--- src/design/scc_pkg.sv ---
package scc_pkg;

	// ----------------------------------------
	// Timing
	// ----------------------------------------
	localparam int CLK_MHZ = 25;
	localparam int BACKUP_TIME_US = 50000;
	localparam int BACKUP_CYC = BACKUP_TIME_US * CLK_MHZ;
	localparam int SETTLE_TIME_US = 20000;
	localparam int SETTLE_CYC = SETTLE_TIME_US * CLK_MHZ;
	localparam int ST_LIMIT_LSB = 350;

	// ----------------------------------------
	// Geometry
	// ----------------------------------------
	localparam int FRAME_BITS = 16;
	localparam int LEVEL_W = 12;
	localparam int OFF_W = 14;
	localparam int N_OUT = 5;
	localparam int CNT_W = 24;

	// ----------------------------------------
	// Register byte addresses (low byte, even)
	// ----------------------------------------
	localparam logic [6:0] ADDR_AUX_LEVEL = 7'h30;
	localparam logic [6:0] ADDR_MISC = 7'h34;
	localparam logic [6:0] ADDR_LINE = 7'h36;
	localparam logic [6:0] ADDR_STATUS = 7'h3C;
	localparam logic [6:0] ADDR_CMD = 7'h3E;

	// ----------------------------------------
	// Field positions
	// ----------------------------------------
	localparam int MISC_ST_FORCE = 8;
	localparam int MISC_POST = 10;
	localparam logic [15:0] MISC_MASK = 16'h0507;
	localparam int LINE_DIR_LSB = 0;
	localparam int LINE_DAT_LSB = 8;
	localparam int STAT_FLASH = 2;
	localparam int STAT_ST_FAIL = 5;
	localparam int CMD_NULL = 0;
	localparam int CMD_RESTORE = 1;
	localparam int CMD_LATCH = 2;
	localparam int CMD_BACKUP = 3;
	localparam int CMD_CLR = 4;
	localparam int CMD_RESET = 7;
	localparam int SENS_X_ACCEL = 0;
	localparam int SENS_Y_ACCEL = 1;

	// ----------------------------------------
	// Reset values
	// ----------------------------------------
	localparam logic [15:0] RST_MISC = 16'h0000;
	localparam logic [1:0] RST_LINE = 2'h0;
	localparam logic [11:0] RST_LEVEL = 12'h000;
	localparam logic [13:0] RST_OFFSET = 14'h0000;

	// ----------------------------------------
	// Types
	// ----------------------------------------
	typedef enum logic [2:0] {
		SCC_IDLE = 3'b000,
		SCC_POST_OFF = 3'b001,
		SCC_POST_ON = 3'b010,
		SCC_BACKUP = 3'b011,
		SCC_RELOAD = 3'b100
	} scc_seq_t;

	typedef struct packed {
		logic sclk_q;
		logic [4:0] bit_cnt;
		logic [15:0] sh_rx;
		logic [15:0] sh_tx;
		logic miso;
		logic done;
		logic [15:0] rx;
	} scc_spi_t;

	typedef struct packed {
		logic [15:0] misc;
		logic [1:0] dir;
		logic [1:0] dat;
		logic [11:0] level;
		logic [11:0] latch;
		logic [N_OUT-1:0][OFF_W-1:0] offs;
		logic [15:0] nv_misc;
		logic [1:0] nv_dir;
		logic [1:0] nv_dat;
		logic [N_OUT-1:0][OFF_W-1:0] nv_offs;
		logic st_fail;
		logic fl_err;
		logic null_pend;
	} scc_regs_t;

	typedef struct packed {
		scc_seq_t seq;
		logic [CNT_W-1:0] cnt;
		scc_regs_t r;
		logic [OFF_W-1:0] x0;
		logic [OFF_W-1:0] y0;
		logic post_force;
		logic st_force;
		logic busy;
		logic restart;
		logic [15:0] tx;
	} scc_core_t;

endpackage : scc_pkg

--- src/design/scc_spi_frame.sv ---
`timescale 1ns/10ps
`default_nettype none

// SPI mode 3 frame engine, 16 bits, sclk oversampled by ref_clk
module scc_spi_frame (
	// Clock and reset
	input wire logic ref_clk,
	input wire logic rst_n,
	// Serial pins
	input wire logic sclk,
	input wire logic cs_n,
	input wire logic mosi,
	output logic miso,
	// Frame side
	input wire logic [15:0] tx_word,
	output logic frame_done,
	output logic [15:0] rx_word
);

	scc_pkg::scc_spi_t s_ff;
	scc_pkg::scc_spi_t nxt_s;

	always_comb begin
		nxt_s = s_ff;
		nxt_s.sclk_q = sclk;
		nxt_s.done = 1'b0;
		if (cs_n) begin
			// Reply word is loaded while deselected so its MSB is ready at select
			nxt_s.bit_cnt = 5'h00;
			nxt_s.miso = tx_word[15];
			nxt_s.sh_tx = tx_word;
		end else if (sclk && !s_ff.sclk_q) begin
			nxt_s.sh_rx = {s_ff.sh_rx[14:0], mosi};
			nxt_s.bit_cnt = s_ff.bit_cnt + 5'h01;
			if (s_ff.bit_cnt == 5'(scc_pkg::FRAME_BITS - 1)) begin
				nxt_s.done = 1'b1;
				nxt_s.rx = {s_ff.sh_rx[14:0], mosi};
				nxt_s.bit_cnt = 5'h00;
			end
		end else if (!sclk && s_ff.sclk_q) begin
			nxt_s.miso = s_ff.sh_tx[15];
			nxt_s.sh_tx = {s_ff.sh_tx[14:0], 1'b0};
		end
	end

	always_ff @(posedge ref_clk or negedge rst_n) begin
		if (!rst_n) begin
			s_ff <= '{sclk_q: 1'b1, bit_cnt: 5'h00, sh_rx: 16'h0000, sh_tx: 16'h0000,
				miso: 1'b0, done: 1'b0, rx: 16'h0000};
		end else begin
			s_ff <= nxt_s;
		end
	end

	assign miso = s_ff.miso;
	assign frame_done = s_ff.done;
	assign rx_word = s_ff.rx;

endmodule : scc_spi_frame

`default_nettype wire

--- src/design/scc_regs.sv ---
`timescale 1ns/10ps
`default_nettype none

module scc_regs #(
	parameter int BACKUP_CYCLES = scc_pkg::BACKUP_CYC,
	parameter int SETTLE_CYCLES = scc_pkg::SETTLE_CYC,
	parameter int ST_LIMIT = scc_pkg::ST_LIMIT_LSB,
	parameter logic [15:0] NV_MISC_INIT = scc_pkg::RST_MISC
) (
	// Clock and reset
	input wire logic ref_clk,
	input wire logic rst_n,
	// Serial port
	input wire logic sclk,
	input wire logic cs_n,
	input wire logic mosi,
	output logic miso,
	// Digital lines
	input wire logic [1:0] line_in,
	output logic [1:0] line_out,
	output logic [1:0] line_oe,
	// Sensor side
	input wire logic [scc_pkg::N_OUT-1:0][scc_pkg::OFF_W-1:0] sensor_out,
	input wire logic flash_ok,
	output logic st_force,
	output logic [scc_pkg::LEVEL_W-1:0] level_latch,
	output logic [scc_pkg::N_OUT-1:0][scc_pkg::OFF_W-1:0] offsets,
	// Sequencer
	output logic busy,
	output logic core_restart
);

	// ----------------------------------------
	// Frame engine
	// ----------------------------------------
	scc_pkg::scc_core_t s_ff;
	scc_pkg::scc_core_t nxt_s;
	logic frame_done;
	logic [15:0] rx_word;

	scc_spi_frame u_frame (
		.ref_clk(ref_clk),
		.rst_n(rst_n),
		.sclk(sclk),
		.cs_n(cs_n),
		.mosi(mosi),
		.miso(miso),
		.tx_word(s_ff.tx),
		.frame_done(frame_done),
		.rx_word(rx_word)
	);

	// ----------------------------------------
	// Next state
	// ----------------------------------------
	always_comb begin
		logic wr;
		logic [6:0] addr;
		logic [7:0] wdat;
		logic [15:0] rd;
		logic [15:0] status;
		logic [14:0] dx;
		logic [14:0] dy;
		logic [14:0] ax;
		logic [14:0] ay;
		logic [7:0] cmd;
		logic fl_fail_ev;
		logic st_fail_ev;
		wr = frame_done & rx_word[15];
		addr = rx_word[14:8];
		wdat = rx_word[7:0];
		rd = 16'h0000;
		dx = 15'h0000;
		dy = 15'h0000;
		ax = 15'h0000;
		ay = 15'h0000;
		cmd = 8'h00;
		fl_fail_ev = 1'b0;
		st_fail_ev = 1'b0;
		nxt_s = s_ff;
		nxt_s.restart = 1'b0;
		status = 16'h0000;
		status[scc_pkg::STAT_ST_FAIL] = s_ff.r.st_fail;
		status[scc_pkg::STAT_FLASH] = s_ff.r.fl_err;

		// ------------------------------------
		// Register writes, one byte per frame
		// ------------------------------------
		if (wr) begin
			case (addr)
				scc_pkg::ADDR_MISC: nxt_s.r.misc[7:0] = wdat & scc_pkg::MISC_MASK[7:0];
				7'(scc_pkg::ADDR_MISC + 7'h01): nxt_s.r.misc[15:8] = wdat & scc_pkg::MISC_MASK[15:8];
				scc_pkg::ADDR_LINE: nxt_s.r.dir = wdat[1:0];
				7'(scc_pkg::ADDR_LINE + 7'h01): nxt_s.r.dat = wdat[1:0];
				// Held apart from the latch so byte writes leave the output steady
				scc_pkg::ADDR_AUX_LEVEL: nxt_s.r.level[7:0] = wdat;
				7'(scc_pkg::ADDR_AUX_LEVEL + 7'h01): nxt_s.r.level[11:8] = wdat[3:0];
				scc_pkg::ADDR_CMD: cmd = wdat;
				default: cmd = 8'h00;
			endcase
		end

		// ------------------------------------
		// Read reply for the next frame
		// ------------------------------------
		if (frame_done && !rx_word[15]) begin
			case ({addr[6:1], 1'b0})
				scc_pkg::ADDR_MISC: rd = s_ff.r.misc;
				scc_pkg::ADDR_LINE: begin
					rd[1:0] = s_ff.r.dir;
					rd[9:8] = line_in;
				end
				scc_pkg::ADDR_AUX_LEVEL: rd = {4'h0, s_ff.r.level};
				scc_pkg::ADDR_STATUS: begin
					rd = status;
					nxt_s.r.fl_err = 1'b0;
				end
				scc_pkg::ADDR_CMD: rd = 16'h0000;
				default: rd = 16'h0000;
			endcase
			nxt_s.tx = rd;
		end

		// ------------------------------------
		// Sequencer
		// ------------------------------------
		case (s_ff.seq)
			scc_pkg::SCC_IDLE: begin
				// Commands arriving mid-operation are dropped; host must wait
				if (cmd[scc_pkg::CMD_RESET]) begin
					nxt_s.seq = scc_pkg::SCC_RELOAD;
					nxt_s.restart = 1'b1;
					nxt_s.busy = 1'b1;
				end else begin
					if (cmd[scc_pkg::CMD_CLR]) begin
						nxt_s.r.st_fail = 1'b0;
						nxt_s.r.fl_err = 1'b0;
					end
					if (cmd[scc_pkg::CMD_LATCH]) begin
						nxt_s.r.latch = s_ff.r.level;
					end
					if (cmd[scc_pkg::CMD_RESTORE]) begin
						nxt_s.r.offs = '0;
					end
					if (cmd[scc_pkg::CMD_NULL]) begin
						for (int i = 0; i < scc_pkg::N_OUT; i++) begin
							nxt_s.r.offs[i] = 14'(-sensor_out[i]);
						end
					end
					// Error flag locks out flash until it has been read or cleared by command
					if ((cmd[scc_pkg::CMD_BACKUP] || cmd[scc_pkg::CMD_NULL]) && !s_ff.r.fl_err) begin
						nxt_s.seq = scc_pkg::SCC_BACKUP;
						nxt_s.cnt = '0;
						nxt_s.busy = 1'b1;
					end
				end
			end
			scc_pkg::SCC_RELOAD: begin
				nxt_s.r.misc = s_ff.r.nv_misc;
				nxt_s.r.dir = s_ff.r.nv_dir;
				nxt_s.r.dat = s_ff.r.nv_dat;
				nxt_s.r.offs = s_ff.r.nv_offs;
				nxt_s.r.level = scc_pkg::RST_LEVEL;
				nxt_s.r.latch = scc_pkg::RST_LEVEL;
				nxt_s.cnt = '0;
				if (s_ff.r.nv_misc[scc_pkg::MISC_POST]) begin
					nxt_s.seq = scc_pkg::SCC_POST_OFF;
					nxt_s.busy = 1'b1;
				end else begin
					nxt_s.seq = scc_pkg::SCC_IDLE;
					nxt_s.busy = 1'b0;
				end
			end
			scc_pkg::SCC_POST_OFF: begin
				nxt_s.cnt = s_ff.cnt + 24'h000001;
				if (s_ff.cnt == 24'(SETTLE_CYCLES - 1)) begin
					nxt_s.x0 = sensor_out[scc_pkg::SENS_X_ACCEL];
					nxt_s.y0 = sensor_out[scc_pkg::SENS_Y_ACCEL];
					nxt_s.post_force = 1'b1;
					nxt_s.cnt = '0;
					nxt_s.seq = scc_pkg::SCC_POST_ON;
				end
			end
			scc_pkg::SCC_POST_ON: begin
				nxt_s.cnt = s_ff.cnt + 24'h000001;
				if (s_ff.cnt == 24'(SETTLE_CYCLES - 1)) begin
					dx = {sensor_out[scc_pkg::SENS_X_ACCEL][13], sensor_out[scc_pkg::SENS_X_ACCEL]}
						- {s_ff.x0[13], s_ff.x0};
					dy = {sensor_out[scc_pkg::SENS_Y_ACCEL][13], sensor_out[scc_pkg::SENS_Y_ACCEL]}
						- {s_ff.y0[13], s_ff.y0};
					ax = dx[14] ? 15'(-dx) : dx;
					ay = dy[14] ? 15'(-dy) : dy;
					st_fail_ev = (ax < 15'(ST_LIMIT)) || (ay < 15'(ST_LIMIT));
					nxt_s.post_force = 1'b0;
					nxt_s.cnt = '0;
					nxt_s.busy = 1'b0;
					nxt_s.seq = scc_pkg::SCC_IDLE;
				end
			end
			scc_pkg::SCC_BACKUP: begin
				nxt_s.cnt = s_ff.cnt + 24'h000001;
				if (s_ff.cnt == 24'(BACKUP_CYCLES - 1)) begin
					if (flash_ok) begin
						nxt_s.r.nv_misc = s_ff.r.misc;
						nxt_s.r.nv_dir = s_ff.r.dir;
						nxt_s.r.nv_dat = s_ff.r.dat;
						nxt_s.r.nv_offs = s_ff.r.offs;
					end else begin
						fl_fail_ev = 1'b1;
					end
					nxt_s.cnt = '0;
					nxt_s.busy = 1'b0;
					nxt_s.seq = scc_pkg::SCC_IDLE;
				end
			end
			default: begin
				nxt_s.seq = scc_pkg::SCC_IDLE;
				nxt_s.busy = 1'b0;
			end
		endcase

		// Hardware set beats a clear in the same cycle
		if (st_fail_ev) begin
			nxt_s.r.st_fail = 1'b1;
		end
		if (fl_fail_ev) begin
			nxt_s.r.fl_err = 1'b1;
		end

		// ------------------------------------
		// Force output
		// ------------------------------------
		nxt_s.st_force = nxt_s.r.misc[scc_pkg::MISC_ST_FORCE] | nxt_s.post_force;
	end

	// ----------------------------------------
	// State register
	// ----------------------------------------
	always_ff @(posedge ref_clk or negedge rst_n) begin
		if (!rst_n) begin
			s_ff.seq <= scc_pkg::SCC_RELOAD;
			s_ff.cnt <= '0;
			s_ff.r.misc <= scc_pkg::RST_MISC;
			s_ff.r.dir <= scc_pkg::RST_LINE;
			s_ff.r.dat <= scc_pkg::RST_LINE;
			s_ff.r.level <= scc_pkg::RST_LEVEL;
			s_ff.r.latch <= scc_pkg::RST_LEVEL;
			s_ff.r.offs <= '0;
			s_ff.r.nv_misc <= NV_MISC_INIT;
			s_ff.r.nv_dir <= scc_pkg::RST_LINE;
			s_ff.r.nv_dat <= scc_pkg::RST_LINE;
			s_ff.r.nv_offs <= '0;
			s_ff.r.st_fail <= 1'b0;
			s_ff.r.fl_err <= 1'b0;
			s_ff.r.null_pend <= 1'b0;
			s_ff.x0 <= scc_pkg::RST_OFFSET;
			s_ff.y0 <= scc_pkg::RST_OFFSET;
			s_ff.post_force <= 1'b0;
			s_ff.st_force <= 1'b0;
			s_ff.busy <= 1'b1;
			s_ff.restart <= 1'b0;
			s_ff.tx <= 16'h0000;
		end else begin
			s_ff <= nxt_s;
		end
	end

	// ----------------------------------------
	// Outputs, all straight from state
	// ----------------------------------------
	assign st_force = s_ff.st_force;
	assign level_latch = s_ff.r.latch;
	assign offsets = s_ff.r.offs;
	assign busy = s_ff.busy;
	assign core_restart = s_ff.restart;
	// Data reaches a pin only under its output direction
	assign line_out = s_ff.r.dat & s_ff.r.dir;
	assign line_oe = s_ff.r.dir;

endmodule : scc_regs

`default_nettype wire

--- config.mk ---
export PLATFORM = sky130hd
export DESIGN_NAME = scc_regs
export DESIGN_NICKNAME = d
export VERILOG_FILES = /design/src/design/scc_pkg.sv /design/src/design/scc_spi_frame.sv /design/src/design/scc_regs.sv
export SDC_FILE = /design/constraint.sdc
export NUM_CORES = 1
export LEC_CHECK = 0
export BUFFER_PORTS_ARGS = -buffer_cell sky130_fd_sc_hd__buf_2
export CAP_MARGIN = 10
export CORE_ASPECT_RATIO = 0.7
export CORE_MARGIN = 1.5
export CORE_UTILIZATION = 50
export DETAILED_ROUTE_END_ITERATION = 6
export HOLD_SLACK_MARGIN = 0.12
export PLACE_DENSITY_LB_ADDON = 0.2
export SLEW_MARGIN = 25
export SYNTH_ARGS = -nofsm -noshare
export SYNTH_HDL_FRONTEND = slang
export SYNTH_SLANG_ARGS = --single-unit
--- constraint.sdc ---
create_clock -name ref_clk -period 3.1 [get_ports ref_clk]
set_input_delay 0.62 -clock ref_clk [delete_from_list [all_inputs] [get_ports ref_clk]]
set_output_delay 0.62 -clock ref_clk [all_outputs]
set_load 0.05 [all_outputs]
==> impl_metrics.json <==
{
  "dr.pass1.iters": 5,
  "hpwl_um": 32300,
  "root_buffer": "clkbuf_16",
  "synth_nets": 1958,
  "synthesis.area_um2": 18100,
  "routabilityCongestion": 0.887,
  "synth_cell_types": 91,
  "crit_required_ps": 3510,
  "gr-max-usage-layer": "met1",
  "diodes": 0,
  "hold_violations": 0,
  "synth_top_area_share_pct": 46.0,
  "powerDensity_nw_per_um2": 447,
  "grt_setup_unrepaired": "yes",
  "cts_tree": "built",
  "vias": 14197,
  "avgRoutedWirePerCell_um": 18.1,
  "status": "finished, violations left",
  "leakage_nw": 9.67,
  "ir_drop_v": 0.000323,
  "fin_ws_ps": -27.8,
  "grt_util_met1_pct": 38.1,
  "antenna_found_initial": 1,
  "path_cells": "ha_4 -> inv_2 -> fa_2 -> a21o_1 -> a21oi_2 -> xor2_2 -> o211ai_1 -> or3_4 -> nor4_4 -> mux2_4 -> a31o_1 -> o211a_1 -> a31o_1",
  "hold_start": "sclk",
  "hold_path.class": "in2reg",
  "final_util_pct": 58.9,
  "ys_seq_area_share_pct": 46.4,
  "grt_use_met3_pct": 4.86,
  "ant_nets": 0,
  "r2r-end": "s_ff[50]$_DFFE_PN0P_",
  "syn_to_final_growth_pct": 16.2,
  "grt_max_degree": 92,
  "period_share_pct": 101,
  "place_inst": 2446,
  "num_io_pins": 168,
  "clkSinkCount": 336,
  "drt_iter0_markers": 1197,
  "slew_headroom_pct": 44.3,
  "ys_warn_count": 0,
  "r2r_slack_ps": -30,
  "post-place-ws_ps": -593,
  "core_area_um2": 35800,
  "synth_area_leader_cell": "dfrtp_1",
  "maxCapViolCount": 0,
  "grt_usage_pct": 24.3,
  "synth_area_per_cell_um2": 9.84,
  "avgViaCountPerCell": 5.64,
  "critPathBufInv": 1,
  "violations": "setup timing",
  "numCtsBuffers": 36,
  "io_buffers": 167,
  "wl_um": 45600,
  "clk_latency_ps": 540,
  "critPathArrivalTime_ps": 3540,
  "setup_viol": 1,
  "end_kind": "flip-flop",
  "start_util_pct": 50.7,
  "synthCells": 1841,
  "ys.flop_type": "dfrtp_1",
  "die_x_um": 231,
  "grt_pass1_wl_um": 73100,
  "ys_ff_latch": 336,
  "hold_depth": 1,
  "cpLargestDelayFamily": "compound AO/OA/AOI/OAI gates",
  "htreeDepth": 2,
  "max_slew.worst_pin.slew_ps": 833,
  "critPathLaunchType": "flip-flop",
  "nNetsFinal": 2128,
  "cp.depth": 13,
  "cp_max_fo": 4,
  "max_freq_mhz": 320,
  "grt_pass1_vias": 13428,
  "worst_hold_slack_ps": 208,
  "cpMostUsedCell": "a31o_1",
  "drc_errors": 0,
  "synth_edf_count": 0,
  "rows": 58,
  "final_cell_mix": "333 x dfrtp_1, 242 x nand2_1, 206 x o21ai_0",
  "stdcell_count": 2517,
  "use_met2_pct": 34.4,
  "ys_async_sr_fraction_pct": 100,
  "dieArea_um2": 37400,
  "finalMaxSlewViolations": 0,
  "final_common_cell": "dfrtp_1",
  "slowest_delay_ps": 430,
  "cts_buffer_depth": 3,
  "drive_above_1_share_pct": 26.7,
  "clock_skew_ps": 22.7,
  "clk_pin_slew_worst_paths_ps": 60,
  "r2r_start": "s_ff[34]$_DFFE_PN0P_",
  "period_minus_slack_ps": 3130,
  "synthTopCellsByArea": "dfrtp_1 46%, mux2_2 7.6%, o21ai_0 5.7%, nand2_1 5.0%, buf_4 3.5%",
  "die_y_um": 162,
  "hold_end": "u_frame.s_ff[55]$_DFF_PN1_",
  "critical_path_class": "reg2reg",
  "reg2regPathDepth": 13,
  "crit_path_top_delay_cell": "or3_4",
  "grt_overflow_total": 0
}
==> metrics by stage <==
stage / total power, mW / setup TNS (ps) / area, µm²
2_1_floorplan: 4.85 / -213 / 18200
3_3_place_gp: 5.20 / -515 / 19700
3_5_place_dp: 5.22 / -593 / 19700
4_1_cts: 9.51 / -53.8 / 21000
5_1_grt: 9.78 / -136 / 21100
6_report: 9.41 / -27.8 / 21100
==> kinds of logic after synthesis <==
group                    after synthesis  synth area share [%]
adder cells (fa/ha/maj)               39                  2.78
AND/OR/NAND/NOR                      559                  14.9
buffers and inverters                231                  6.63
multiplexers                         172                  10.4
XOR/XNOR                              74                  3.70
AO/OA/AOI/OAI                        430                  15.2
flip-flops                           336                  46.4
==> cell usage after synthesis, types with 14 or more instances <==
cell type,n
a21oi_1,35
a22oi_1,50
a32oi_1,20
buf_4,85
clkbuf_1,72
dfrtp_1,333
ha_1,37
inv_1,60
mux2_2,123
mux2i_1,48
nand2_1,243
nand2b_1,14
nand3_1,48
nor2_1,84
nor2b_1,22
nor3_1,37
nor4_1,16
o21ai_0,207
o31ai_1,15
or3_1,23
xnor2_1,41
xor2_1,30
==> power breakdown <==
part	switching, mW	total (mW)	internal [mW]	leakage, nW
Sequential	0.0444	4.49	4.44	4.16
Clock	1.80	4.25	2.46	0.573
Combinational	0.384	0.670	0.285	4.94
==> worst max path at each step <==
stage                    startpoint                    to  slack [ps]
3_3_place_gp          sensor_out[0]  s_ff[50]$_DFFE_PN0P_        -510
2_1_floorplan         sensor_out[0]  s_ff[50]$_DFFE_PN0P_        -210
6_report       s_ff[34]$_DFFE_PN0P_  s_ff[50]$_DFFE_PN0P_         -30
5_1_grt        s_ff[34]$_DFFE_PN0P_  s_ff[50]$_DFFE_PN0P_        -140
4_1_cts        s_ff[34]$_DFFE_PN0P_  s_ff[50]$_DFFE_PN0P_         -50
3_5_place_dp          sensor_out[0]  s_ff[50]$_DFFE_PN0P_        -590
==> routing by layer <==
metal / up-vias / routed length, µm
li1: 6790 / -
met2: 419 / 19100
met1: 6932 / 22600
met3: 56 / 3070
met4: 0 / 785
met5: - / 0
==> sequential cells by signal (all words and copies together) (netlist names) <==
register	cells
core_restart	1
s_ff	194
level_latch	12
offsets	70
st_force	1
u_frame.s_ff	37
u_frame.rx_word	16
busy	1
u_frame.frame_done	1
line_oe	2
u_frame.miso	1
==> area by class of cell <==
| class | instances | area (µm²) |
|---|---|---|
| multi-input combinational | 1274 | 8650 |
| fill | 2993 | 14700 |
| tap | 480 | 601 |
| clock inverter | 11 | 104 |
| sequential | 336 | 8410 |
| inverter | 60 | 241 |
| timing repair buffer | 303 | 1990 |
| clock buffer | 53 | 1050 |
==> what timing repair did <==
item	CTS	global route
hold buffers	1	0
setup buffers	4	2
resized for setup	2	18
pin swaps	8	13
endpoints found under the setup margin	1	3
hold endpoints to repair	8	0
Power figures use the tool's default switching activity.
